[src/sadc_pkg.sv]
package sadc_pkg;
   // ---------------------------------------------
   // sizes
   // ---------------------------------------------
   localparam int RES_W = 10;
   localparam int CH_N  = 10;

   // ---------------------------------------------
   // operating modes
   // ---------------------------------------------
   typedef enum logic [2:0] {
      sadc_one_shot = 3'h0,
      sadc_repeat   = 3'h1,
      sadc_sweep    = 3'h2,
      sadc_rsweep0  = 3'h3,
      sadc_rsweep1  = 3'h4
   } sadc_mode_t;

   // ---------------------------------------------
   // conversion lengths in converter clock cycles
   // ---------------------------------------------
   localparam logic [6:0] CYC_8_PLAIN  = 7'h31;
   localparam logic [6:0] CYC_10_PLAIN = 7'h3B;
   localparam logic [6:0] CYC_8_SH     = 7'h1C;
   localparam logic [6:0] CYC_10_SH    = 7'h21;
   localparam logic [6:0] BITS_8       = 7'h08;
   localparam logic [6:0] BITS_10      = 7'h0A;
   localparam logic [9:0] SAR_MSB      = 10'h200;

   // ---------------------------------------------
   // clock divider select and channel indices
   // ---------------------------------------------
   localparam logic [1:0] DIV_1    = 2'h0;
   localparam logic [1:0] DIV_2    = 2'h1;
   localparam logic [1:0] DIV_4    = 2'h2;
   localparam logic [1:0] EXT_NONE = 2'h0;
   localparam logic [1:0] EXT_A    = 2'h1;
   localparam logic [1:0] EXT_B    = 2'h2;
   localparam logic [3:0] CH_EXT_A = 4'h8;
   localparam logic [3:0] CH_EXT_B = 4'h9;
endpackage : sadc_pkg

[src/sadc_sar_core.sv]
module sadc_sar_core (
   input  wire logic       clock,
   input  wire logic       rst,
   input  wire logic       phi_tick,
   input  wire logic       start,
   input  wire logic       abort,
   input  wire logic       prec_10bit,
   input  wire logic       sample_hold_en,
   input  wire logic       cmp_above,
   output logic [9:0]      dac_code,
   output logic            busy,
   output logic            sampling,
   output logic            done,
   output logic [9:0]      result
);
   logic [6:0] cnt_ff;
   logic [6:0] len_ff;
   logic [6:0] nbits_ff;
   logic [9:0] sar_ff;
   logic [9:0] bit_ff;
   logic       busy_ff;
   logic       done_ff;
   logic [9:0] res_ff;
   logic [6:0] tick_ff;
   logic [6:0] nxt_len;
   logic [9:0] nxt_sar;
   logic       deciding;

   // ---------------------------------------------
   // length of one channel conversion
   // ---------------------------------------------
   always_comb begin
      if (sample_hold_en) begin
         nxt_len = prec_10bit ? sadc_pkg::CYC_10_SH : sadc_pkg::CYC_8_SH;
      end else begin
         nxt_len = prec_10bit ? sadc_pkg::CYC_10_PLAIN : sadc_pkg::CYC_8_PLAIN;
      end
   end

   // one decision per tick, msb first; 8-bit uses the top eight bits
   assign deciding = busy_ff && phi_tick && (cnt_ff <= nbits_ff);
   assign nxt_sar  = ((cmp_above ? sar_ff : (sar_ff & ~bit_ff)) | (bit_ff >> 1));

   // ---------------------------------------------
   // approximation register and counter
   // ---------------------------------------------
   always_ff @(posedge clock) begin
      if (rst || abort) begin
         busy_ff <= 1'b0;
         cnt_ff  <= 7'h00;
         sar_ff  <= sadc_pkg::SAR_MSB;
         bit_ff  <= sadc_pkg::SAR_MSB;
      end else if (start) begin
         busy_ff  <= 1'b1;
         cnt_ff   <= nxt_len;
         len_ff   <= nxt_len;
         nbits_ff <= prec_10bit ? sadc_pkg::BITS_10 : sadc_pkg::BITS_8;
         sar_ff   <= sadc_pkg::SAR_MSB;
         bit_ff   <= sadc_pkg::SAR_MSB;
      end else if (busy_ff && phi_tick) begin
         cnt_ff <= cnt_ff - 7'h01;
         if (deciding) begin
            sar_ff <= nxt_sar;
            bit_ff <= bit_ff >> 1;
         end
         if (cnt_ff == 7'h01) begin
            busy_ff <= 1'b0;
         end
      end
   end

   always_ff @(posedge clock) begin
      if (rst) begin
         done_ff <= 1'b0;
         res_ff  <= 10'h000;
      end else begin
         done_ff <= !abort && !start && busy_ff && phi_tick && (cnt_ff == 7'h01);
         if (!abort && !start && busy_ff && phi_tick && (cnt_ff == 7'h01)) begin
            res_ff <= (nbits_ff == sadc_pkg::BITS_10) ? nxt_sar : {2'h0, nxt_sar[9:2]};
         end
      end
   end

   assign dac_code = sar_ff;
   assign busy     = busy_ff;
   assign sampling = busy_ff && (cnt_ff > nbits_ff);
   assign done     = done_ff;
   assign result   = res_ff;

   // ---------------------------------------------
   // checks
   // ---------------------------------------------
   always_ff @(posedge clock) begin
      if (rst || abort || start) begin
         tick_ff <= 7'h00;
      end else if (busy_ff && phi_tick) begin
         tick_ff <= tick_ff + 7'h01;
      end
   end
endmodule : sadc_sar_core

[src/sadc_sequencer.sv]
module sadc_sequencer #(
   parameter int CH_N = sadc_pkg::CH_N
) (
   input  wire logic       clock,
   input  wire logic       rst,
   input  wire logic       start_wr,
   input  wire logic       start_wdata,
   input  wire logic [2:0] mode_sel,
   input  wire logic       ext_trig_sel,
   input  wire logic [2:0] chan_sel,
   input  wire logic [1:0] ext_input_sel,
   input  wire logic [1:0] sweep_sel,
   input  wire logic       prec_10bit,
   input  wire logic       sample_hold_en,
   input  wire logic [1:0] clk_div_sel,
   input  wire logic       ref_connect,
   input  wire logic       external_conv_trigger,
   input  wire logic       cmp_above,
   input  wire logic [4:0] rd_addr,
   output logic [7:0]      rd_data,
   output logic            start_flag,
   output logic            busy,
   output logic            conv_done_irq,
   output logic [3:0]      mux_sel,
   output logic [9:0]      dac_code,
   output logic            ref_ladder_on,
   output logic            sample_phase
);
   typedef enum logic [1:0] {
      sadc_st_idle = 2'b00,
      sadc_st_conv = 2'b01
   } sadc_state_t;

   sadc_state_t          st_ff;
   sadc_pkg::sadc_mode_t mode_ff;
   logic       flag_ff;
   logic       ext_ff;
   logic       prec_ff;
   logic       sh_ff;
   logic       ref_ff;
   logic [1:0] div_cnt_ff;
   logic       trig_s1_ff;
   logic       trig_s2_ff;
   logic       trig_s3_ff;
   logic [3:0] ch_ff;
   logic [3:0] first_ff;
   logic [3:0] last_ff;
   logic       core_go_ff;
   logic       irq_ff;
   logic [7:0] rd_ff;
   logic [7:0] lo_ff [CH_N];
   logic [1:0] hi_ff [CH_N];
   logic       phi_tick;
   logic       ext_fall;
   logic       sw_rise;
   logic       go;
   logic       stop;
   logic       finish;
   logic       cont;
   logic       auto_clr;
   logic       nxt_flag;
   logic       is_repeat;
   logic       is_single;
   logic [3:0] sel_ch;
   logic [3:0] nxt_first;
   logic [3:0] nxt_last;
   logic       core_busy;
   logic       core_done;
   logic [9:0] core_res;
   logic       wr_res;

   // ---------------------------------------------
   // converter clock divider
   // ---------------------------------------------
   always_ff @(posedge clock) begin
      if (rst) begin
         div_cnt_ff <= 2'h0;
      end else begin
         div_cnt_ff <= div_cnt_ff + 2'h1;
      end
   end

   // a tick strobe rather than a divided clock keeps one clock domain
   always_comb begin
      case (clk_div_sel)
         sadc_pkg::DIV_1: phi_tick = 1'b1;
         sadc_pkg::DIV_2: phi_tick = div_cnt_ff[0];
         sadc_pkg::DIV_4: phi_tick = (div_cnt_ff == 2'h3);
         default:         phi_tick = (div_cnt_ff == 2'h3);
      endcase
   end

   // ---------------------------------------------
   // reference ladder switch
   // ---------------------------------------------
   always_ff @(posedge clock) begin
      if (rst) begin
         ref_ff <= 1'b0;
      end else begin
         ref_ff <= ref_connect;
      end
   end

   // ---------------------------------------------
   // trigger pin synchroniser
   // ---------------------------------------------
   always_ff @(posedge clock) begin
      if (rst) begin
         trig_s1_ff <= 1'b1;
         trig_s2_ff <= 1'b1;
         trig_s3_ff <= 1'b1;
      end else begin
         trig_s1_ff <= external_conv_trigger;
         trig_s2_ff <= trig_s1_ff;
         trig_s3_ff <= trig_s2_ff;
      end
   end

   assign ext_fall = trig_s3_ff && !trig_s2_ff;

   // ---------------------------------------------
   // start conditions
   // ---------------------------------------------
   assign sw_rise = start_wr && start_wdata && !flag_ff && !ext_trig_sel;
   assign go      = sw_rise || (ext_trig_sel && flag_ff && ext_fall && !stop);
   assign stop    = start_wr && !start_wdata;

   // ---------------------------------------------
   // channel selection
   // ---------------------------------------------
   always_comb begin
      case (ext_input_sel)
         sadc_pkg::EXT_A: sel_ch = sadc_pkg::CH_EXT_A;
         sadc_pkg::EXT_B: sel_ch = sadc_pkg::CH_EXT_B;
         default:         sel_ch = {1'b0, chan_sel};
      endcase
   end

   assign is_single = (mode_sel == sadc_pkg::sadc_one_shot) || (mode_sel == sadc_pkg::sadc_repeat);
   assign nxt_first = is_single ? sel_ch : 4'h0;
   assign nxt_last  = is_single ? sel_ch : {1'b0, sweep_sel, 1'b1};
   assign is_repeat = (mode_ff != sadc_pkg::sadc_one_shot) && (mode_ff != sadc_pkg::sadc_sweep);

   // ---------------------------------------------
   // end of a channel
   // ---------------------------------------------
   // a restart already launched makes the finishing result stale
   assign wr_res = core_done && (st_ff == sadc_st_conv) && !go && !stop && !core_go_ff;
   assign cont   = wr_res && ((ch_ff != last_ff) || is_repeat);
   assign finish = wr_res && (ch_ff == last_ff) && !is_repeat;
   assign auto_clr = finish && !ext_ff;

   // ---------------------------------------------
   // start flag
   // ---------------------------------------------
   // a software write beats the automatic clear in the same cycle
   always_comb begin
      if (start_wr) begin
         nxt_flag = start_wdata;
      end else if (auto_clr) begin
         nxt_flag = 1'b0;
      end else begin
         nxt_flag = flag_ff;
      end
   end

   always_ff @(posedge clock) begin
      if (rst) begin
         flag_ff <= 1'b0;
      end else begin
         flag_ff <= nxt_flag;
      end
   end

   // ---------------------------------------------
   // sequence state
   // ---------------------------------------------
   always_ff @(posedge clock) begin
      if (rst) begin
         st_ff      <= sadc_st_idle;
         mode_ff    <= sadc_pkg::sadc_one_shot;
         ext_ff     <= 1'b0;
         prec_ff    <= 1'b0;
         sh_ff      <= 1'b0;
         ch_ff      <= 4'h0;
         first_ff   <= 4'h0;
         last_ff    <= 4'h0;
         core_go_ff <= 1'b0;
      end else begin
         core_go_ff <= go || cont;
         case (st_ff)
            sadc_st_idle: begin
               if (go) begin
                  st_ff    <= sadc_st_conv;
                  mode_ff  <= sadc_pkg::sadc_mode_t'(mode_sel);
                  ext_ff   <= ext_trig_sel;
                  prec_ff  <= prec_10bit;
                  sh_ff    <= sample_hold_en;
                  ch_ff    <= nxt_first;
                  first_ff <= nxt_first;
                  last_ff  <= nxt_last;
               end
            end
            sadc_st_conv: begin
               if (stop || !flag_ff) begin
                  st_ff <= sadc_st_idle;
               end else if (go) begin
                  ch_ff <= first_ff;
               end else if (finish) begin
                  st_ff <= sadc_st_idle;
               end else if (cont) begin
                  ch_ff <= (ch_ff == last_ff) ? first_ff : ch_ff + 4'h1;
               end
            end
            default: begin
               st_ff <= sadc_st_idle;
            end
         endcase
      end
   end

   // ---------------------------------------------
   // completion request
   // ---------------------------------------------
   always_ff @(posedge clock) begin
      if (rst) begin
         irq_ff <= 1'b0;
      end else begin
         irq_ff <= finish;
      end
   end

   // ---------------------------------------------
   // shared converter
   // ---------------------------------------------
   sadc_sar_core u_core (
      .clock          (clock),
      .rst            (rst),
      .phi_tick       (phi_tick),
      .start          (core_go_ff),
      .abort          (stop),
      .prec_10bit     (prec_ff),
      .sample_hold_en (sh_ff),
      .cmp_above      (cmp_above),
      .dac_code       (dac_code),
      .busy           (core_busy),
      .sampling       (sample_phase),
      .done           (core_done),
      .result         (core_res)
   );

   // ---------------------------------------------
   // result registers
   // ---------------------------------------------
   for (genvar i = 0; i < CH_N; i++) begin : g_res
      always_ff @(posedge clock) begin
         if (rst) begin
            lo_ff[i] <= 8'h00;
            hi_ff[i] <= 2'h0;
         end else if (wr_res && (ch_ff == 4'(i))) begin
            lo_ff[i] <= core_res[7:0];
            if (prec_ff) begin
               hi_ff[i] <= core_res[9:8];
            end
         end
      end

   end

   // odd byte holds the top two bits, the rest reads as zero
   always_ff @(posedge clock) begin
      if (rst) begin
         rd_ff <= 8'h00;
      end else if (32'(rd_addr[4:1]) >= CH_N) begin
         rd_ff <= 8'h00;
      end else if (rd_addr[0]) begin
         rd_ff <= {6'h00, hi_ff[rd_addr[4:1]]};
      end else begin
         rd_ff <= lo_ff[rd_addr[4:1]];
      end
   end

   assign rd_data       = rd_ff;
   assign start_flag    = flag_ff;
   assign busy          = (st_ff == sadc_st_conv);
   assign conv_done_irq = irq_ff;
   assign mux_sel       = ch_ff;
   assign ref_ladder_on = ref_ff;
endmodule : sadc_sequencer

[config.mk]
export PLATFORM = sky130hd
export DESIGN_NAME = sadc_sequencer
export DESIGN_NICKNAME = d
export VERILOG_FILES = /design/src/sadc_pkg.sv /design/src/sadc_sar_core.sv /design/src/sadc_sequencer.sv
export SDC_FILE = /design/constraint.sdc
export NUM_CORES = 1
export LEC_CHECK = 0
export ABC_AREA = 0
export BUFFER_PORTS_ARGS = -buffer_cell sky130_fd_sc_hd__buf_2
export CAP_MARGIN = 15
export CORE_MARGIN = 10
export CORE_UTILIZATION = 35
export CTS_CLUSTER_SIZE = 28
export DETAILED_ROUTE_END_ITERATION = 16
export HOLD_SLACK_MARGIN = 0.12
export PLACE_DENSITY = 0.65
export SETUP_SLACK_MARGIN = 0.15
export SLEW_MARGIN = 10
export SYNTH_ARGS = -nofsm -noshare
export SYNTH_HDL_FRONTEND = slang
export SYNTH_SLANG_ARGS = --single-unit
[constraint.sdc]
create_clock -name clock -period 2.2 [get_ports clock]
set_input_delay 0.22 -clock clock [delete_from_list [all_inputs] [get_ports clock]]
set_output_delay 0.22 -clock clock [all_outputs]
set_load 0.1 [all_outputs]
==> results.yml <==
clocking:
  clk_pin_slew_worst_paths_ns: 0.06
  cts_root_buffer: "clkbuf_16"
  cts.sinks: 174
  cts_made_buffers: 17
  clockBufferDepth: 2
  clk_latency_ns: 0.43
  htree_levels: 4
  cts_tree: "built"
layout:
  fin_nets: 794
  drive_gt1_share_pct: 23.2
  diodes: 0
  syn_to_final_growth_pct: 20.8
  utilization_pct: 43.2
pwr:
  vdd_drop_max_mv: 0.501
  power_mw: 7.39
  leakagePower_nw: 3.75
  comb_power_share_pct: 8.0
  clockPowerShare_pct: 43.8
  p_int_mw: 5.75
  p_seq_share_pct: 48.3
  p_sw_share_pct: 22.3
  p_per_area_nw_per_um2: 752
  power_switching_mw: 1.65
hold_path:
  hold_path.class: "in -> reg"
  min_path_cells: 3
  hp-start: "sweep_sel[0]"
timing:
  setup_violations: 0
  min_period_ns: 2.03
  clock_skew_ns: 0.00707
  slew_violations: 0
  rsz0062_at_grt: "true"
  worstMarginPinSlew_ns: 0.688
  slew_headroom_pct: 54.1
  hold_violations: 0
  fmax_ghz: 0.494
  tns_ns: 0
  period_share_pct: 92.1
critical_path:
  worstSetupStartpoint: "u_core.nbits_ff[1]$_DFFE_PP_"
  cp.arrival_ns: 1.81
  reg2reg_from: "u_core.nbits_ff[1]$_DFFE_PP_"
  critPathRequiredTime_ns: 1.98
  cp_max_fo: 2
  worstRegToRegCells: 9
  critPathKind: "reg -> out"
  cp-end-kind: "primary output"
  startpoint_type: "register"
floorplanning:
  fp.dieH_um: 172
  fp-row-count: 55
  fp.dieArea_sq_um: 29700
  ioPinCount: 54
  core_sq_um: 22800
  start_util_pct: 35.7
  die_w_um: 172
grt:
  antenna_found_initial: 0
  grt_pass1_vias: 5516
  track_usage_pct: 12.5
  grt_pass1_wl_um: 29200
  grt_start_max_net_pins: 31
  grt-ovfl-total: 0
logic_synthesis:
  synthFlopType: "edfxtp_1"
  ys_ff_latch: 174
  yosysSeqAreaShare_pct: 55.3
  yosysUniqueCellTypes: 54
  syn_area_sq_um: 8130
  syn_inst: 689
  synth_edf_count: 101
  syn_nets: 729
  async_flop_share_pct: 0
  syn-mean-instance-area_sq_um: 11.8
  yosys_warnings: 0
run:
  max-cap-violations: 0
detailed_routing:
  routed_via_density: 4.96
  drtAntennaViolNets: 0
  drt_iter0_markers: 232
  post-route-drc-count: 0
  first_pass_iters: 5
  num_vias: 5359
  wl_um: 17700
  wire_per_inst_um: 16.4
run_status:
  status: "complete, no violations"
place:
  io_buffers: 53
  place_congestion: 0.766
  place_hpwl_um: 12400
==> cells in the final DEF (no fill, tap or decap), types with 5 or more instances in the layout <==
cell	Yosys	layout
nand2_2	1	6
nor2_1	51	49
buf_4	0	22
o21bai_1	21	10
o21ai_1	6	6
mux2i_1	40	40
bufinv_16	0	5
a21oi_1	30	29
nand2_1	27	22
o21ai_0	11	11
o21bai_4	0	11
ha_1	13	13
o211ai_1	5	5
nand3_1	8	8
edfxtp_1	101	101
clkbuf_16	0	19
inv_1	15	14
and3_1	23	23
nor2b_1	12	10
dfxtp_1	73	66
dlygate4sd3_1	0	8
nand2b_1	13	13
xnor2_1	9	9
and2_1	81	80
mux4_2	20	20
or3_1	6	6
buf_2	7	52
a211oi_1	26	25
==> worst max-delay path: stages, from the launching register on <==
cell	delay (ns)
edfxtp_1	0.41
ha_1	0.30
nor2b_4	0.13
o21bai_4	0.13
a21oi_2	0.08
nor2b_4	0.14
buf_12	0.18
==> path summary, 6_finish.rpt <==
kind                            slack, ns                             to
worst max-delay path                 0.17                   sample_phase
worst min-delay path                 0.17        last_ff[1]$_SDFFE_PP0P_
worst max register to register       0.23  u_core.bit_ff[4]$_SDFFE_PP0P_
worst min register to register       0.41          trig_s2_ff$_SDFF_PP1_
==> repair_timing <==
action	CTS	global route
cloned	0	2
hold buffers	8	0
setup buffers	3	6
pin swaps	3	7
resized for setup	6	4
hold endpoints to repair	8	0
endpoints found under the setup margin	1	72
==> cell families after synthesis <==
logic type | after synthesis | share of synthesized area (%)
XOR/XNOR | 12 | 1.29
adder cells (fa/ha/maj) | 13 | 2.00
flip-flops | 174 | 55.3
AO/OA/AOI/OAI | 115 | 9.51
buffers and inverters | 59 | 2.83
multiplexers | 64 | 11.0
AND/OR/NAND/NOR | 252 | 18.1
==> power groups by stage <==
stage / clock (mW) / combinational (mW) / sequential [mW]
global route: 3.43 / 0.639 / 3.58
finish: 3.24 / 0.591 / 3.57
CTS: 3.29 / 0.585 / 3.57
floorplan: 0 / 0.330 / 3.72
global placement: 0 / 0.564 / 3.64
detailed placement: 0 / 0.568 / 3.64
==> registers in the layout, indices dropped and copies added, names as in the netlist, 2 cells and up <==
signal / flops
div_cnt_ff: 2
first_ff: 4
hi_ff: 20
last_ff: 3
lo_ff: 80
mode_ff: 2
mux_sel: 4
rd_data: 8
u_core.bit_ff: 10
u_core.cnt_ff: 7
u_core.dac_code: 10
u_core.result: 10
==> metal layers <==
| layer | vias up | track usage (%) | part of all wire, % |
|---|---|---|---|
| li1 | 2634 | - | - |
| met1 | 2604 | 16.7 | 48 |
| met2 | 107 | 19.3 | 46 |
| met3 | 14 | 3.01 | 4.7 |
| met4 | 0 | 4.46 | 0.99 |
| met5 | - | 0 | 0 |
==> synthesized netlist by cell type, drive strengths merged (2+ instances only) <==
library cell  count  share of area, %
a211o             2              0.22
a211oi           27               2.6
a21boi            2              0.18
a21o              3              0.28
a21oi            30               1.8
and2             81               6.2
and3             23               1.8
buf              10              0.57
clkbuf           33               1.5
dfxtp            73                18
edfxtp          101                37
ha               13               2.0
inv              15              0.69
mux2              4              0.55
mux2i            40               4.9
mux4             20               5.5
nand2            28               1.3
nand2b           13               1.0
nand3             8              0.49
nand4             4              0.31
nand4b            2              0.22
nor2             52               2.5
nor2b            12              0.92
nor3              4              0.31
nor4              3              0.23
nor4b             5               1.3
o211ai            5              0.46
o21ai            17               1.0
o21bai           21               1.9
o311a             2              0.25
o32ai             2              0.22
or2               4              0.31
or3               6              0.46
xnor2             9              0.97
xor2              3              0.32
==> per-stage QoR <==
| stage | std cells | instance area (sq um) | hold WS [ns] | worst slack [ns] |
|---|---|---|---|---|
| final | 1080 | 9830 | 0.174 | 0.174 |
| after detailed placement | 1029 | 8960 | 0.399 | 0.0805 |
| after CTS | 1072 | 9710 | 0.142 | 0.131 |
| after global routing | 1080 | 9830 | 0.179 | 0.0807 |
| after floorplan | 689 | 8290 | 0.324 | 0.150 |
| after global placement | 1029 | 8960 | 0.395 | 0.114 |
==> final cells by class <==
| type | count | area [sq um] |
|---|---|---|
| Clock buffer | 20 | 437 |
| Clock inverter | 12 | 193 |
| Fill cell | 2105 | 12900 |
| Inverter | 16 | 60.1 |
| Multi-Input combinational cell | 456 | 3590 |
| Sequential cell | 174 | 4510 |
| Tap cell | 313 | 392 |
| Timing Repair Buffer | 89 | 647 |
(Power assumes the default switching activity.)
